--- src/csb_defs.vh ---
// shared constants for the configuration bypass bridge
`ifndef CSB_DEFS_VH
`define CSB_DEFS_VH

// request header type codes (header dword 0, bits 28:24)
`define CSB_TYPE_MEM 5'h00
`define CSB_TYPE_CFG0 5'h04
`define CSB_TYPE_CFG1 5'h05
`define CSB_TYPE_CPL 5'h0a
`define CSB_MSG_CLASS 2'h2

// header field positions
`define CSB_FMT_MSB 31
`define CSB_FMT_LSB 29
`define CSB_TYPE_MSB 28
`define CSB_TYPE_LSB 24
`define CSB_FMT_DATA 1
`define CSB_FMT_4DW 0
`define CSB_LEN_MSB 9
`define CSB_LEN_ONE 10'h001

// completion formats and status codes
`define CSB_FMT_CPL 3'h0
`define CSB_FMT_CPLD 3'h2
`define CSB_ST_SC 3'h0
`define CSB_ST_UR 3'h1
`define CSB_ST_CA 3'h4
`define CSB_BYTE_COUNT 12'h004

// configuration dword indices inside one function
`define CSB_CFG_ID 10'h000
`define CSB_CFG_CMD 10'h001
`define CSB_CFG_CLASS 10'h002
`define CSB_CFG_BAR_LO 10'h004
`define CSB_CFG_BAR_HI 10'h005

// base region zero: 1 MB, 64-bit, prefetchable
`define CSB_BAR_BITS 20
`define CSB_BAR_ATTR 4'hc
`define CSB_CMD_BITS 3

// identification defaults, values arbitrary
`define CSB_VENDOR_ID 16'h5a5a
`define CSB_DEVICE_ID 16'ha5a5
`define CSB_CLASS_REV 32'h00000001

`endif

--- src/csb_cpl.v ---
// completion header formatter for the bypass bridge
`timescale 1ns/1ns
`default_nettype none
`include "csb_defs.vh"

module csb_cpl (
	// completion fields
	input wire [2:0] status_in,
	input wire with_data_in,
	input wire [31:0] data_in,
	input wire [15:0] cpl_id_in,
	input wire [15:0] req_id_in,
	input wire [7:0] tag_in,
	input wire [6:0] lower_addr_in,
	// formatted beat, dword 0 in the low bits
	output wire [255:0] payload_out
);
	wire [31:0] dw0;
	wire [31:0] dw1;
	wire [31:0] dw2;
	wire [31:0] dw3;

	// three-dword header, data in dword 3 only when carried
	assign dw0 = {with_data_in ? `CSB_FMT_CPLD : `CSB_FMT_CPL,
		`CSB_TYPE_CPL, 14'h0000, 9'h000, with_data_in};
	assign dw1 = {cpl_id_in, status_in, 1'b0, `CSB_BYTE_COUNT};
	assign dw2 = {req_id_in, tag_in, 1'b0, lower_addr_in};
	assign dw3 = with_data_in ? data_in : 32'h00000000;
	assign payload_out = {128'h0, dw3, dw2, dw1, dw0};
endmodule
`default_nettype wire

--- src/csb_func.v ---
// configuration space and two data registers of one function
`timescale 1ns/1ns
`default_nettype none
`include "csb_defs.vh"

module csb_func #(
	parameter [15:0] VENDOR_ID = `CSB_VENDOR_ID,
	parameter [15:0] DEVICE_ID = `CSB_DEVICE_ID,
	parameter [31:0] CLASS_REV = `CSB_CLASS_REV
) (
	// clock and reset
	input wire clk_in,
	input wire reset_n_in,
	// configuration access
	input wire cfg_rd_in,
	input wire cfg_wr_in,
	input wire cfg_wresp_req_in,
	input wire [9:0] cfg_dw_in,
	input wire [31:0] cfg_wdata_in,
	input wire [3:0] cfg_be_in,
	output reg cfg_rdata_valid_out,
	output reg [31:0] cfg_rdata_out,
	output reg cfg_wresp_valid_out,
	// register access
	input wire mem_rd_in,
	input wire mem_wr_in,
	input wire mem_sel_in,
	input wire [31:0] mem_wdata_in,
	input wire [3:0] mem_be_in,
	output wire mem_wait_out,
	output wire [31:0] mem_rdata_out,
	// programmed base of region zero
	output wire [63:20] bar_base_out
);
	reg [`CSB_CMD_BITS-1:0] cmd;
	reg [31:20] bar_lo;
	reg [31:0] bar_hi;
	reg [31:0] data_reg [0:1];
	reg mem_done;
	reg [31:0] cfg_word;
	wire cfg_wr_go;
	wire mem_go;
	wire [31:0] bar_lo_merged;

	// byte-lane merge of a write into an old value
	function [31:0] merge;
		input [31:0] old_v;
		input [31:0] new_v;
		input [3:0] be;
		integer i;
		begin
			merge = old_v;
			for (i = 0; i < 4; i = i + 1) begin
				if (be[i])
					merge[i*8 +: 8] = new_v[i*8 +: 8];
			end
		end
	endfunction

	// one wait cycle per access so the bridge must honour the stall
	assign mem_wait_out = (mem_rd_in | mem_wr_in) & ~mem_done;
	assign mem_go = (mem_rd_in | mem_wr_in) & mem_done;
	assign mem_rdata_out = data_reg[mem_sel_in];
	assign cfg_wr_go = cfg_wr_in & cfg_wresp_req_in & ~cfg_wresp_valid_out;
	assign bar_base_out = {bar_hi, bar_lo};
	// only the writable window bits survive; the size bits stay zero
	assign bar_lo_merged = merge({bar_lo, 20'h00000}, cfg_wdata_in,
		cfg_be_in);

	// configuration read view; unlisted dwords read as zero
	always @* begin
		case (cfg_dw_in)
		`CSB_CFG_ID: cfg_word = {DEVICE_ID, VENDOR_ID};
		`CSB_CFG_CMD: cfg_word = {29'h0, cmd};
		`CSB_CFG_CLASS: cfg_word = CLASS_REV;
		`CSB_CFG_BAR_LO: cfg_word = {bar_lo, 16'h0000, `CSB_BAR_ATTR};
		`CSB_CFG_BAR_HI: cfg_word = bar_hi;
		default: cfg_word = 32'h00000000;
		endcase
	end

	// answers pulse one cycle, then rest one cycle, and pulse again while the strobe stays high
	always @(posedge clk_in or negedge reset_n_in) begin
		if (!reset_n_in) begin
			cfg_rdata_valid_out <= 1'b0;
			cfg_rdata_out <= 32'h00000000;
			cfg_wresp_valid_out <= 1'b0;
			mem_done <= 1'b0;
			cmd <= {`CSB_CMD_BITS{1'b0}};
			bar_lo <= 12'h000;
			bar_hi <= 32'h00000000;
			data_reg[0] <= 32'h00000000;
			data_reg[1] <= 32'h00000000;
		end else begin
			cfg_rdata_valid_out <= cfg_rd_in & ~cfg_rdata_valid_out;
			cfg_rdata_out <= cfg_word;
			cfg_wresp_valid_out <= cfg_wr_go;
			mem_done <= (mem_rd_in | mem_wr_in) & ~mem_done;
			if (cfg_wr_go && cfg_dw_in == `CSB_CFG_CMD && cfg_be_in[0])
				cmd <= cfg_wdata_in[`CSB_CMD_BITS-1:0];
			if (cfg_wr_go && cfg_dw_in == `CSB_CFG_BAR_LO)
				bar_lo <= bar_lo_merged[31:`CSB_BAR_BITS];
			if (cfg_wr_go && cfg_dw_in == `CSB_CFG_BAR_HI)
				bar_hi <= merge(bar_hi, cfg_wdata_in, cfg_be_in);
			if (mem_go && mem_wr_in)
				data_reg[mem_sel_in] <= merge(data_reg[mem_sel_in],
					mem_wdata_in, mem_be_in);
		end
	end
endmodule
`default_nettype wire

--- src/csb_bridge.v ---
// request-to-register bridge with its own configuration space
//
// Summary of operation
// - take configuration, memory and message requests from the receive stream
// - each function's configuration space lives here, not in the core
// - type 0 configuration reads and writes reach function 0 or 1
// - invalid type 0 configuration requests complete as unsupported
// - valid configuration requests to function 0 or 1 complete successfully
// - single-dword memory requests access a 32-bit register of the function
// - one programmable megabyte window per function; function 0 wins where the two overlap
// - two data registers are provided in each function
// - multi-dword memory writes and messages with data are dropped silently
// - multi-dword memory reads get completer abort; reads missing both windows are unsupported
// - region zero of each function: 1 MB, 64-bit, prefetchable, 20 bits
// - base address decoding is done here, core registers are ignored
// - configuration reads show fixed 16-bit device and vendor codes
// - ready is shown before a request is taken on start with valid
// - configuration read strobes until read data valid, then completes
// - configuration write strobes with response request until response valid
`timescale 1ns/1ns
`default_nettype none
`include "csb_defs.vh"

module csb_bridge #(
	parameter [15:0] VENDOR_ID = `CSB_VENDOR_ID,
	parameter [15:0] DEVICE_ID = `CSB_DEVICE_ID
) (
	// clock and reset
	input wire clk_in,
	input wire reset_n_in,
	// receive stream from the core
	input wire [255:0] rx_stream_payload_in,
	input wire rx_stream_packet_start_in,
	input wire rx_stream_packet_end_in,
	input wire rx_stream_word_valid_in,
	output reg rx_stream_accept_ready_out,
	// transmit stream to the core
	input wire tx_stream_accept_ready_in,
	output reg [255:0] tx_stream_payload_out,
	output reg tx_stream_packet_start_out,
	output reg tx_stream_packet_end_out,
	output reg tx_stream_word_valid_out
);
	localparam [2:0] ST_IDLE = 3'h0;
	localparam [2:0] ST_DEC = 3'h1;
	localparam [2:0] ST_CFG_RD = 3'h2;
	localparam [2:0] ST_CFG_WR = 3'h3;
	localparam [2:0] ST_MEM = 3'h4;
	localparam [2:0] ST_DRAIN = 3'h5;
	localparam [2:0] ST_TX = 3'h6;

	reg [2:0] state;
	reg [2:0] next_state;
	reg [2:0] h_fmt;
	reg [4:0] h_type;
	reg [9:0] h_len;
	reg [15:0] h_req;
	reg [7:0] h_tag;
	reg [3:0] h_fbe;
	reg [2:0] h_func;
	reg [9:0] h_reg;
	reg [63:0] h_addr;
	reg [31:0] h_data;
	reg fsel;
	reg next_fsel;
	reg [2:0] next_status;
	reg next_with_data;
	reg [31:0] next_cdata;

	wire [31:0] dw0;
	wire [31:0] dw1;
	wire [31:0] dw2;
	wire [31:0] dw3;
	wire [31:0] dw4;
	wire take;
	wire is_4dw;
	wire has_data;
	wire is_cfg0;
	wire is_cfg1;
	wire is_mem;
	wire is_msg;
	wire one_dw;
	wire hit0;
	wire hit1;
	wire [63:20] bar0;
	wire [63:20] bar1;
	wire [1:0] c_rdv;
	wire [1:0] c_wrv;
	wire [31:0] c_rdata0;
	wire [31:0] c_rdata1;
	wire [1:0] m_wait;
	wire [31:0] m_rdata0;
	wire [31:0] m_rdata1;
	wire sel_rdv;
	wire sel_wrv;
	wire sel_wait;
	wire [31:0] sel_cfg_rdata;
	wire [31:0] sel_mem_rdata;
	wire [255:0] cpl_beat;
	wire [15:0] cpl_id;
	wire [6:0] cpl_lower;

	// split the incoming beat into header dwords
	assign dw0 = rx_stream_payload_in[31:0];
	assign dw1 = rx_stream_payload_in[63:32];
	assign dw2 = rx_stream_payload_in[95:64];
	assign dw3 = rx_stream_payload_in[127:96];
	assign dw4 = rx_stream_payload_in[159:128];

	// a request is taken only on a start beat while ready is shown
	assign take = rx_stream_accept_ready_out & rx_stream_word_valid_in &
		rx_stream_packet_start_in;

	// decode of the captured header
	assign is_4dw = h_fmt[`CSB_FMT_4DW];
	assign has_data = h_fmt[`CSB_FMT_DATA];
	assign is_cfg0 = (h_type == `CSB_TYPE_CFG0);
	assign is_cfg1 = (h_type == `CSB_TYPE_CFG1);
	assign is_mem = (h_type == `CSB_TYPE_MEM);
	assign is_msg = (h_type[4:3] == `CSB_MSG_CLASS);
	assign one_dw = (h_len == `CSB_LEN_ONE);

	// each function's 1 MB window is compared on bits 63:20 only
	assign hit0 = (h_addr[63:20] == bar0);
	assign hit1 = (h_addr[63:20] == bar1);

	// answers of the selected function
	assign sel_rdv = fsel ? c_rdv[1] : c_rdv[0];
	assign sel_wrv = fsel ? c_wrv[1] : c_wrv[0];
	assign sel_wait = fsel ? m_wait[1] : m_wait[0];
	assign sel_cfg_rdata = fsel ? c_rdata1 : c_rdata0;
	assign sel_mem_rdata = fsel ? m_rdata1 : m_rdata0;
	assign cpl_id = {13'h0000, 2'b00, fsel};
	assign cpl_lower = is_cfg0 ? 7'h00 : h_addr[6:0];

	// function 0: configuration space and two registers
	csb_func #(
		.VENDOR_ID(VENDOR_ID),
		.DEVICE_ID(DEVICE_ID),
		.CLASS_REV(`CSB_CLASS_REV)
	) u_func0 (
		.clk_in(clk_in),
		.reset_n_in(reset_n_in),
		.cfg_rd_in(state == ST_CFG_RD && !fsel),
		.cfg_wr_in(state == ST_CFG_WR && !fsel),
		.cfg_wresp_req_in(state == ST_CFG_WR && !fsel),
		.cfg_dw_in(h_reg),
		.cfg_wdata_in(h_data),
		.cfg_be_in(h_fbe),
		.cfg_rdata_valid_out(c_rdv[0]),
		.cfg_rdata_out(c_rdata0),
		.cfg_wresp_valid_out(c_wrv[0]),
		.mem_rd_in(state == ST_MEM && !fsel && !has_data),
		.mem_wr_in(state == ST_MEM && !fsel && has_data),
		.mem_sel_in(h_addr[2]),
		.mem_wdata_in(h_data),
		.mem_be_in(h_fbe),
		.mem_wait_out(m_wait[0]),
		.mem_rdata_out(m_rdata0),
		.bar_base_out(bar0)
	);

	// function 1: same layout, own window
	csb_func #(
		.VENDOR_ID(VENDOR_ID),
		.DEVICE_ID(DEVICE_ID),
		.CLASS_REV(`CSB_CLASS_REV)
	) u_func1 (
		.clk_in(clk_in),
		.reset_n_in(reset_n_in),
		.cfg_rd_in(state == ST_CFG_RD && fsel),
		.cfg_wr_in(state == ST_CFG_WR && fsel),
		.cfg_wresp_req_in(state == ST_CFG_WR && fsel),
		.cfg_dw_in(h_reg),
		.cfg_wdata_in(h_data),
		.cfg_be_in(h_fbe),
		.cfg_rdata_valid_out(c_rdv[1]),
		.cfg_rdata_out(c_rdata1),
		.cfg_wresp_valid_out(c_wrv[1]),
		.mem_rd_in(state == ST_MEM && fsel && !has_data),
		.mem_wr_in(state == ST_MEM && fsel && has_data),
		.mem_sel_in(h_addr[2]),
		.mem_wdata_in(h_data),
		.mem_be_in(h_fbe),
		.mem_wait_out(m_wait[1]),
		.mem_rdata_out(m_rdata1),
		.bar_base_out(bar1)
	);

	// completion beat built from the values about to be loaded
	csb_cpl u_cpl (
		.status_in(next_status),
		.with_data_in(next_with_data),
		.data_in(next_cdata),
		.cpl_id_in(cpl_id),
		.req_id_in(h_req),
		.tag_in(h_tag),
		.lower_addr_in(cpl_lower),
		.payload_out(cpl_beat)
	);

	// request sequencing; one request is in flight at a time, which
	// costs throughput but keeps completions in request order
	always @* begin
		next_state = state;
		next_fsel = fsel;
		next_status = `CSB_ST_SC;
		next_with_data = 1'b0;
		next_cdata = 32'h00000000;
		case (state)
		ST_IDLE: begin
			if (take)
				next_state = rx_stream_packet_end_in ? ST_DEC : ST_DRAIN;
		end
		ST_DEC: begin
			if (is_cfg0 && h_func[2:1] == 2'b00) begin
				next_fsel = h_func[0];
				next_state = has_data ? ST_CFG_WR : ST_CFG_RD;
			end else if (is_cfg0 || is_cfg1) begin
				next_status = `CSB_ST_UR;
				next_state = ST_TX;
			end else if (is_mem && !has_data) begin
				if (!one_dw) begin
					next_status = `CSB_ST_CA;
					next_state = ST_TX;
				end else if (hit0 || hit1) begin
					next_fsel = hit1 && !hit0;
					next_state = ST_MEM;
				end else begin
					next_status = `CSB_ST_UR;
					next_state = ST_TX;
				end
			end else if (is_mem && one_dw && (hit0 || hit1)) begin
				next_fsel = hit1 && !hit0;
				next_state = ST_MEM;
			end else begin
				next_state = ST_IDLE;
			end
		end
		ST_CFG_RD: begin
			if (sel_rdv) begin
				next_with_data = 1'b1;
				next_cdata = sel_cfg_rdata;
				next_state = ST_TX;
			end
		end
		ST_CFG_WR: begin
			if (sel_wrv)
				next_state = ST_TX;
		end
		ST_MEM: begin
			if (!sel_wait) begin
				if (has_data) begin
					next_state = ST_IDLE;
				end else begin
					next_with_data = 1'b1;
					next_cdata = sel_mem_rdata;
					next_state = ST_TX;
				end
			end
		end
		ST_DRAIN: begin
			// the tail of an over-long packet is swallowed
			if (rx_stream_word_valid_in && rx_stream_packet_end_in)
				next_state = ST_IDLE;
		end
		ST_TX: begin
			if (tx_stream_accept_ready_in)
				next_state = ST_IDLE;
		end
		default: next_state = ST_IDLE;
		endcase
	end

	// header capture on the accepted start beat
	always @(posedge clk_in or negedge reset_n_in) begin
		if (!reset_n_in) begin
			h_fmt <= 3'h0;
			h_type <= 5'h00;
			h_len <= 10'h000;
			h_req <= 16'h0000;
			h_tag <= 8'h00;
			h_fbe <= 4'h0;
			h_func <= 3'h0;
			h_reg <= 10'h000;
			h_addr <= 64'h0;
			h_data <= 32'h00000000;
		end else if (take) begin
			h_fmt <= dw0[`CSB_FMT_MSB:`CSB_FMT_LSB];
			h_type <= dw0[`CSB_TYPE_MSB:`CSB_TYPE_LSB];
			h_len <= dw0[`CSB_LEN_MSB:0];
			h_req <= dw1[31:16];
			h_tag <= dw1[15:8];
			h_fbe <= dw1[3:0];
			h_func <= dw2[18:16];
			h_reg <= dw2[11:2];
			// short headers carry a 32-bit address and data in dword 3
			h_addr <= dw0[`CSB_FMT_4DW + `CSB_FMT_LSB] ?
				{dw2, dw3} : {32'h00000000, dw2};
			h_data <= dw0[`CSB_FMT_4DW + `CSB_FMT_LSB] ? dw4 : dw3;
		end
	end

	// state, ready and the transmit beat, all registered
	always @(posedge clk_in or negedge reset_n_in) begin
		if (!reset_n_in) begin
			state <= ST_IDLE;
			fsel <= 1'b0;
			rx_stream_accept_ready_out <= 1'b0;
			tx_stream_payload_out <= 256'h0;
			tx_stream_packet_start_out <= 1'b0;
			tx_stream_packet_end_out <= 1'b0;
			tx_stream_word_valid_out <= 1'b0;
		end else begin
			state <= next_state;
			fsel <= next_fsel;
			// ready only while idle or draining a dropped tail
			rx_stream_accept_ready_out <= (next_state == ST_IDLE) ||
				(next_state == ST_DRAIN);
			if (next_state == ST_TX && state != ST_TX) begin
				tx_stream_payload_out <= cpl_beat;
				tx_stream_packet_start_out <= 1'b1;
				tx_stream_packet_end_out <= 1'b1;
				tx_stream_word_valid_out <= 1'b1;
			end else if (state == ST_TX && tx_stream_accept_ready_in) begin
				tx_stream_packet_start_out <= 1'b0;
				tx_stream_packet_end_out <= 1'b0;
				tx_stream_word_valid_out <= 1'b0;
			end
		end
	end
endmodule
`default_nettype wire

--- config.mk ---
export PLATFORM = sky130hd
export DESIGN_NAME = csb_bridge
export DESIGN_NICKNAME = d
export VERILOG_FILES = /design/src/csb_cpl.v /design/src/csb_func.v /design/src/csb_bridge.v
export VERILOG_INCLUDE_DIRS = /design/src
export SDC_FILE = /design/constraint.sdc
export NUM_CORES = 1
export LEC_CHECK = 0
export BUFFER_PORTS_ARGS = -buffer_cell sky130_fd_sc_hd__buf_2
export CAP_MARGIN = 25
export CORE_MARGIN = 4
export CORE_UTILIZATION = 55
export CTS_CLUSTER_SIZE = 24
export DETAILED_ROUTE_END_ITERATION = 8
export MAX_ROUTING_LAYER = met4
export PLACE_DENSITY_LB_ADDON = 0.25
export SYNTH_ARGS = -nofsm -noshare
export SYNTH_HDL_FRONTEND = slang
export SYNTH_SLANG_ARGS = --single-unit
--- constraint.sdc ---
create_clock -name clk_in -period 3.6 [get_ports clk_in]
set_input_delay 0.18 -clock clk_in [delete_from_list [all_inputs] [get_ports clk_in]]
set_output_delay 0.18 -clock clk_in [all_outputs]
set_load 0.05 [all_outputs]
Yosys cells after proc, flatten, opt, wreduce, memory -nomap -nowiden
Cells that the tools add are included.
Cells by class
  order comparisons: 2
  eq/ne operators: 21
  multiplexer cells: 76
  bitwise logic cells: 19
  reduce and logical (&&, ||, !) cells: 55
Operators with widths (count)
  32-bit two-way mux: 14
  32-bit one-hot mux with 5 select lines: 2
  64-bit bitwise mux: 2
  8-bit two-way mux: 16
  44-bit equality test: 2
  64-bit two-way mux: 1
  32-bit one-hot mux with 2 select lines: 1
  3-bit two-way mux: 17
  32-bit demux with 1-bit select: 1
  1-bit logical AND: 29
  2-bit AND reduction: 12
  3-bit one-hot mux with 7 select lines: 1
  10-bit by 1-bit equality test with 1-bit output, second input constant: 2
  10-bit by 3-bit equality test with 1-bit output, second input constant: 2
  1-bit two-way mux: 16
  3-bit equality test, second input constant: 5
  1-bit AND: 10
  10-bit by 2-bit equality test with 1-bit output, second input constant: 1
  5-bit by 3-bit equality test with 1-bit output, second input constant: 2
  10-bit zero test: 1
  7-bit two-way mux: 1
  3-bit by 2-bit equality test with 1-bit output, second input constant: 2
  3-bit zero test: 2
  2-bit two-way mux: 3
  17 further kinds: 28
Word-level totals
  flip-flop bits (word level): 526
  input bits: 262
  output and inout bits: 260
  word-level logic and storage cells: 214

Depth between registers and ports, before layout
Gate-level depths: netlist of run 1.
  word-level depth: 11
  depth in mapped cells: 11
  gate-level depth less buffers: 7

Cells and area by module
A second synthesis of run 1 with hierarchy kept.
Second synthesis, totals
  cell total of the unflattened synthesis: 2653
  area total of the unflattened synthesis: 33180.6 um2
By module, submodules not included
  csb_bridge: times used 1, cells each 1362, area each 18779.3 um2, sequential area each 10059.6 um2
  csb_func: times used 2, cells each 515, area each 6228.5 um2, sequential area each 3653.5 um2
  csb_cpl: times used 1, cells each 261, area each 1944.4 um2, sequential area each 0.0 um2

Least setup slack after synthesis of run 1
Ideal clock, no wire load.
  path type: reg-to-reg
  from: register rx_stream_accept_ready_out
  to: register tx_stream_payload_out[80]
  library setup time: 128 ps
  data arrival time: 2418 ps
  data required time: 3472 ps
  path slack: 1054 ps
  cell stages (with the launch flop): 9
  buffers on the path: 1
  period minus slack after synthesis: 2546 ps
  path through: dfrtp_1 > nand3_1 > or3_1 > a21oi_1 > a311o_1 > nor2b_1 > o221ai_2 > buf_2 > mux2_1
On the way
  cells in the longest elaborated chain, start to end: 6
RTL lines
  from (decl): RTL line csb_bridge.v:36  | output reg rx_stream_accept_ready_out,
  from (signal assigned): RTL line csb_bridge.v:318  | rx_stream_accept_ready_out <= (next_state == ST_IDLE) ||
  1-bit AND (2 in a row): RTL line csb_bridge.v:111  | assign take = rx_stream_accept_ready_out & rx_stream_word_valid_in &
  3-bit two-way mux: RTL line csb_bridge.v:212  | if (take)
  3-bit one-hot mux with 7 select lines: RTL line csb_bridge.v:210  | case (state)
  named net next_state[0]: RTL line csb_bridge.v:53  | reg [2:0] next_state;
  3-bit equality test: RTL line csb_bridge.v:320  | if (next_state == ST_TX && state != ST_TX) begin
  1-bit logical AND: RTL line csb_bridge.v:320
  to (signal assigned): RTL line csb_bridge.v:321  | tx_stream_payload_out <= cpl_beat;
  to (decl): RTL line csb_bridge.v:39  | output reg [255:0] tx_stream_payload_out,
The timed path passes the listed nets, and every way through them passes these cells.
A chain may end at the register's enable or synchronous reset.

Final worst setup path of run 1
  from: register h_len[5]
  to: register tx_stream_payload_out[75]
On the way
  cells in the longest elaborated chain, start to end: 10
  elaborated cells on any way between the ends: 11
  classes of those cells: eq/ne: 2; mux: 6; reduce/logical: 3
RTL lines
  from (decl): RTL line csb_bridge.v:56  | reg [9:0] h_len;
  from (signal assigned): RTL line csb_bridge.v:291  | h_len <= dw0[`CSB_LEN_MSB:0];
  10-bit by 1-bit equality test with 1-bit output (no source line) (*)
  1-bit logical AND (2 in a row): RTL line csb_bridge.v:233  | end else if (is_mem && one_dw && (hit0 || hit1)) begin
  3-bit two-way mux: RTL line csb_bridge.v:233
  3-bit two-way mux (*): RTL line csb_bridge.v:222  | end else if (is_mem && !has_data) begin
  3-bit two-way mux (*): RTL line csb_bridge.v:219  | end else if (is_cfg0 || is_cfg1) begin
  3-bit two-way mux (*): RTL line csb_bridge.v:216  | if (is_cfg0 && h_func[2:1] == 2'b00) begin
  3-bit one-hot mux with 7 select lines (*): RTL line csb_bridge.v:210
  3-bit equality test (*): RTL line csb_bridge.v:320
  1-bit logical AND (*): RTL line csb_bridge.v:320
Mark *: on every way between the ends. The rest lies on a longest branch, timed or not.

==> results.ini, run 1 <==
[outcome]
status = complete, no violations

[global_route]
grt_pass1_vias = 15580
overflow = 0
grt_pass1_wl_um = 88660
grt_max_degree = 98
grt_usage_pct = 26.06
antenna_found_initial = 3

[worst_setup_path]
worstReg2RegEnd = tx_stream_payload_out[75]
cp_slowest_cell = or4_1
worstSetupEndpointType = flip-flop
crit_path_end = tx_stream_payload_out[75]
timing_worst_setup_path_type = flip-flop to flip-flop
crit_start = h_len[5]
worstSetupPathDepth = 8
cp_cell_sequence = or4_1 -> nor4_2 -> inv_2 -> nor4b_2 -> nor3_1 -> o221ai_4 -> buf_12 -> mux2_1
slowest_delay_ns = 0.54
critPathBufInv = 2
critPathMaxFanout = 61
worst_ep_required_time_ns = 4.05
reg2reg_from = h_len[5]
reg2reg_depth = 8
crit_family = simple AND/OR/NAND/NOR gates
critPathArrivalTime_ns = 3.44
start_kind = flip-flop
r2r_slack_ns = 0.61

[logic_synthesis]
synthCells = 1851
yosysWarningCount = 0
synthDistinctLibCells = 53
synth_most_common_cell = dfrtp_1
yosys.area.top_type_share_pct = 54.39
syn_area_per_cell_um2 = 12.58
ys_seq_area_share_pct = 54.39
synth-edff-count = 0
synth_area_mm2 = 0.02328
yosysTopAreaCell = dfrtp_1
async_flop_share_pct = 100.0
ys_ff_latch = 506
synth.area.top_cells = dfrtp_1 54%, mux2_2 14%, buf_4 6.2%
synth-main-ff-cell = dfrtp_1
synth_commonest_cells = 506 x dfrtp_1, 280 x mux2_2, 191 x buf_4

[power]
power_density_mw_per_mm2 = 643.9
total_power_mw = 17.79
ir_drop_mv = 0.4201
p_leak_nw = 14.37

[sta]
finalHoldViolations = 0
setup_viol = 0
slew_violations = 0
fin_crit_sh_pct = 83.15
fin_crit_ns = 2.993
max_freq_mhz = 334.1
finalSetupTns_ns = 0
finClkSkew_ns = 0.01188
rsz0062_at_grt = false
worst_pin_slew_ns = 0.8896
slew_headroom_pct = 40.69

[floorplanning]
die_h_um = 213.7
core-area_mm2 = 0.04185
start_util_pct = 55.63
dieWidth_um = 213.7
ios = 522
dieArea_mm2 = 0.04568
num_rows = 75

[place]
gp_congestion = 0.9217
port_buffers = 221
hpwl_um = 39440

[finish]
seqCellArea_mm2 = 0.01267
multi_input_area_mm2 = 0.009404
nFillCells = 3064
nNetsFinal = 2482
area_delta_synth_final_pct = 18.68
largest_register_ff_count = 68
drive_gt1_share_pct = 29.54

[routing]
drcViolationCount = 0
wl_per_cell_um = 20.77
totalWireLength_um = 58180
viasPerCell = 5.417
vias = 15170
first_iter_violations = 915
dr.pass1.iters = 5
ant_nets = 0

[cts]
holdBufCountCts = 152
clock-sinks = 506
post_cts_resized = 0
insertion_delay_ns = 0.58
cts-buffers-inserted = 52
cts_buffer_depth = 3
post_cts_buffers = 0
clkTransAtPathRegs_ns = 0.06
htree_levels = 2
clockRootBuffer = clkbuf_16
cts_tree = done

[job]
maxCapViolations = 0

[hold_path]
min_path_cells = 3
hold_class = input port to flip-flop

==> metrics by stage <==
stage | hold slack, ns | area, um^2 | setup slack [ns] | util [%] | cells
4_1_cts | 0.003496 | 27620 | 0.5683 | 65.99 | 2797
3_3_place_gp | 0.2297 | 24370 | 0.6553 | 58.22 | 2553
2_1_floorplan | -0.1156 | 23970 | 1.054 | - | 2035
3_5_place_dp | 0.2416 | 24370 | 0.5702 | 58.22 | 2553
5_1_grt | 0.04932 | 27630 | 0.3883 | 66.01 | 2800
6_report | 0.02706 | 27630 | 0.6066 | 66.02 | 2801
==> cell type report <==
| type | instances | area share, % |
|---|---|---|
| timing repair buffer | 409 | 10.80 |
| clock inverter | 9 | 0.2626 |
| inverter | 42 | 0.5706 |
| clock buffer | 83 | 6.005 |
| antenna | 4 | 0.03623 |
| multi-input combinational | 1209 | 34.04 |
| tap | 539 | 2.441 |
| sequential | 506 | 45.85 |
==> where the power goes <==
part | total, mW | internal [mW] | switching [mW]
Combinational | 4.49 | 1.56 | 2.92
Clock | 5.37 | 3.20 | 2.16
Sequential | 7.94 | 6.69 | 1.24
Total | 17.8 | 11.5 | 6.33
==> layer usage <==
layer | wire, um | vias to the layer above | share of wire [%] | track usage [%]
li1 | - | 6831 | - | -
met1 | 24790 | 7767 | 43 | 34.82
met2 | 28530 | 466 | 49 | 41.77
met3 | 2957 | 110 | 5.1 | 3.614
met4 | 1904 | 0 | 3.3 | 8.718
met5 | 0 | - | 0 | -
==> cells in the final DEF, fill, tap and decap left out, types with 22 or more instances in the layout <==
cell type / instances
dfrtp_1: 504
mux2_2: 280
buf_2: 219
conb_1: 185
nand2_1: 154
dlygate4sd3_1: 152
mux2i_1: 93
o21ai_0: 88
xor2_1: 76
clkbuf_16: 53
a21o_1: 52
inv_1: 41
mux4_2: 32
o22ai_1: 32
buf_4: 31
mux2_1: 25
and2_1: 24
a22o_1: 24
nor4_1: 22
clkbuf_8: 22
==> worst min-delay path, cell delays in order <==
cell and delay (ns):
buf_2 0.09, mux2i_1 0.07, o21ai_0 0.21
==> worst min-delay path by stage <==
stage | from | endpoint | slack, ns
CTS | rx_stream_payload_in[98] | h_addr[2] | 0.003
detailed placement | reset_n_in | h_len[2] | 0.24
global placement | reset_n_in | h_len[6] | 0.23
finish | rx_stream_payload_in[98] | h_addr[2] | 0.03
global route | rx_stream_payload_in[98] | h_addr[2] | 0.05
floorplan | reset_n_in | fsel | -0.12
==> kinds of logic (layout without fill, tap and decap cells) <==
group / after synthesis / in the layout / synth area share, %
simple gates: 290 / 290 / 6.105
compound gates: 216 / 216 / 6.041
buf+inv: 320 / 543 / 8.293
flops: 506 / 506 / 54.39
mux: 430 / 430 / 21.85
xor+xnor: 88 / 88 / 3.311
other cells: 1 / 189 / 0.01611
(Power assumes the default switching activity.)
==> run 2, diff against run 1 <==
--- a/config.mk
+++ b/config.mk
@@ -6,6 +6,7 @@
 export SDC_FILE = /design/constraint.sdc
 export NUM_CORES = 1
 export LEC_CHECK = 0
+export ABC_AREA = 1
 export BUFFER_PORTS_ARGS = -buffer_cell sky130_fd_sc_hd__buf_2
 export CAP_MARGIN = 25
 export CORE_MARGIN = 4
==> constraint.sdc (replaced) <==
create_clock -name clk_in -period 2.8 [get_ports clk_in]
set_input_delay 0.14 -clock clk_in [delete_from_list [all_inputs] [get_ports clk_in]]
set_output_delay 0.14 -clock clk_in [all_outputs]
set_load 0.05 [all_outputs]
==> run 2 against run 1 <==
Against the previous run:
- clock skew is 0.0078 ns higher
- combinational power grew 130%
- highest routed layer unchanged
- cell count grew 35%
- largest cell class unchanged
- global-route usage grew 2.6 points
==> results.ini, run 2 <==
[sta]
slew_headroom_pct = 31.93
max_freq_mhz = 386.0
setup_viol = 0
fin_crit_sh_pct = 92.53
fin_crit_ns = 2.591
worst_pin_slew_ns = 1.021
finClkSkew_ns = 0.01971
rsz0062_at_grt = false
fin_hold_ws_ns = 0.05790
finalSetupTns_ns = 0
slew_violations = 0
finalHoldViolations = 0

[floorplanning]
start_util_pct = 55.93
dieArea_mm2 = 0.04752
die_h_um = 218.0
dieWidth_um = 218.0
core-area_mm2 = 0.04336
num_rows = 76
ios = 522

[cts]
insertion_delay_ns = 0.59
cts_buffer_depth = 3
clock-sinks = 506
htree_levels = 2
post_cts_buffers = 0
clkTransAtPathRegs_ns = 0.06
cts-buffers-inserted = 51
cts_tree = done
holdBufCountCts = 147
clockRootBuffer = clkbuf_16
post_cts_resized = 0

[finish]
area_delta_synth_final_pct = 17.99
final_cell_mix = 846 x nand2_1, 505 x dfrtp_1, 341 x o21ai_0
nNetsFinal = 3423
largest_register_ff_count = 68
layout_commonest_cell = nand2_1
drive_gt1_share_pct = 13.87

[power]
p_clk_share_pct = 25.0
pwr-share-seq_pct = 38.4
ir_drop_mv = 0.5859
p_int_mw = 16.69
p_sw_mw = 11.76
combPwrFrac_pct = 36.6
p_leak_nw = 14.36
total_power_mw = 28.45
swShare_pct = 41.33
power_density_mw_per_mm2 = 994.3

[logic_synthesis]
yosysWarningCount = 0
synthXorXnorAreaFrac_pct = 2.239
yosys.area.top_type_share_pct = 52.21
synth.area.mux_share_pct = 4.333
synthCells = 2834
syn_area_per_cell_um2 = 8.558
synthDistinctLibCells = 39
synth-compound-area-share_pct = 11.13
synth_commonest_cells = 846 x nand2_1, 506 x dfrtp_1, 341 x o21ai_0
ys_ff_latch = 506
synth.area.top_cells = dfrtp_1 52%, nand2_1 13%, o21ai_0 7.0%
ys_seq_area_share_pct = 52.21
synthSimpleGateAreaFrac_pct = 18.52
synthAdderAreaFrac_pct = 0
synth-main-ff-cell = dfrtp_1
yosysTopAreaCell = dfrtp_1
synth_most_common_cell = nand2_1
synth_top_family_by_area = simple AND/OR/NAND/NOR gates
synth-edff-count = 0
async_flop_share_pct = 100.0
synth_area_mm2 = 0.02425

[worst_setup_path]
critPathArrivalTime_ns = 3.07
worst_ep_required_time_ns = 3.28
worstSetupEndpointType = flip-flop
start_kind = flip-flop
critPathMaxFanout = 59
timing_worst_setup_path_type = flip-flop to flip-flop

[place]
hpwl_um = 43960
port_buffers = 221
gp_congestion = 0.9386

[global_route]
grt_pass1_wl_um = 104900
grt_usage_pct = 28.62
antenna_found_initial = 0
grt_pass1_vias = 19340
overflow = 0
grt_max_degree = 162

[routing]
ant_nets = 0
dr.pass1.iters = 5
wl_per_cell_um = 17.67
totalWireLength_um = 66920
vias = 20000
first_iter_violations = 1969
viasPerCell = 5.281
drcViolationCount = 0

[job]
maxCapViolations = 0

[outcome]
status = complete, no violations

[hold_path]
hold_class = input port to flip-flop

run 2: cell type report:
class | instances | area, um^2
Antenna cell | 1 | 2.502
Clock buffer | 77 | 1546
Clock inverter | 16 | 207.7
Fill cell | 3446 | 14750
Inverter | 218 | 819.5
Multi-Input combinational cell | 1964 | 9527
Sequential cell | 506 | 12670
Tap cell | 585 | 732.0
Timing Repair Buffer | 420 | 3115
run 2: kinds of logic (layout without fill, tap and decap cells):
| group | after synthesis | after routing |
|---|---|---|
| simple gates | 1125 | 1125 |
| other cells | 1 | 186 |
| mux | 97 | 97 |
| buf+inv | 548 | 731 |
| compound gates | 495 | 495 |
| flops | 506 | 506 |
| xor+xnor | 62 | 62 |
run 2: final timing paths:
| kind | slack (ns) | end | from | cells past startpoint |
|---|---|---|---|---|
| worst max-delay path | 0.21 | tx_stream_payload_out[111] | u_func0.bar_hi[12] | 15 |
| worst min-delay path | 0.06 | state[2] | rx_stream_packet_end_in | 4 |
| worst max register to register | 0.21 | tx_stream_payload_out[111] | u_func0.bar_hi[12] | 15 |
| worst min register to register | 0.47 | tx_stream_payload_out[122] | tx_stream_payload_out[122] | 2 |
| max in group asynchronous | 1.58 | tx_stream_payload_out[97] | reset_n_in | 4 |
| min in group asynchronous | 0.15 | tx_stream_payload_out[113] | reset_n_in | 2 |
run 2: stage by stage:
step / instance area (um^2) / worst slack (ns) / std cells / util [%]
floorplan: 24940 / 0.5462 / 3018 / -
global placement: 25390 / 0.2891 / 3546 / 58.55
finish: 28620 / 0.2092 / 3787 / 65.99
global route: 28610 / 0.01901 / 3786 / 65.99
CTS: 28610 / 0.2184 / 3786 / 65.99
detailed placement: 25390 / 0.2238 / 3546 / 58.55
run 2: power by group through the flow:
stage / combinational [mW] / sequential (mW) / clock, mW
after floorplan: 6.38 / 11.6 / 0
after global placement: 9.56 / 10.9 / 0
after detailed placement: 9.84 / 11.0 / 0
after CTS: 10.3 / 10.9 / 7.20
after global routing: 11.5 / 11.2 / 7.52
final: 10.4 / 10.9 / 7.11
run 2: worst max-delay path, cell delays in order (launching register included):
cell and delay, ns:
dfrtp_1 0.41, xnor2_1 0.19, nand2_1 0.11, nor2_1 0.14
nand2_1 0.10, nor2_1 0.17, nand3_1 0.19, nand2_1 0.17
nand2_1 0.08, nand3_1 0.07, nand2_1 0.11, a21oi_4 0.18
nand3_2 0.12, buf_12 0.23, nand2_1 0.10, nand2_1 0.06
run 2: layer usage:
metal  up-vias  GRT usage [%]  share of wire [%]
met4         0          9.838                3.5
met2       817          44.11                 47
li1       9378              -                  -
met3       144          3.483                7.2
met1      9661          39.83                 42
met5         -              -                  0
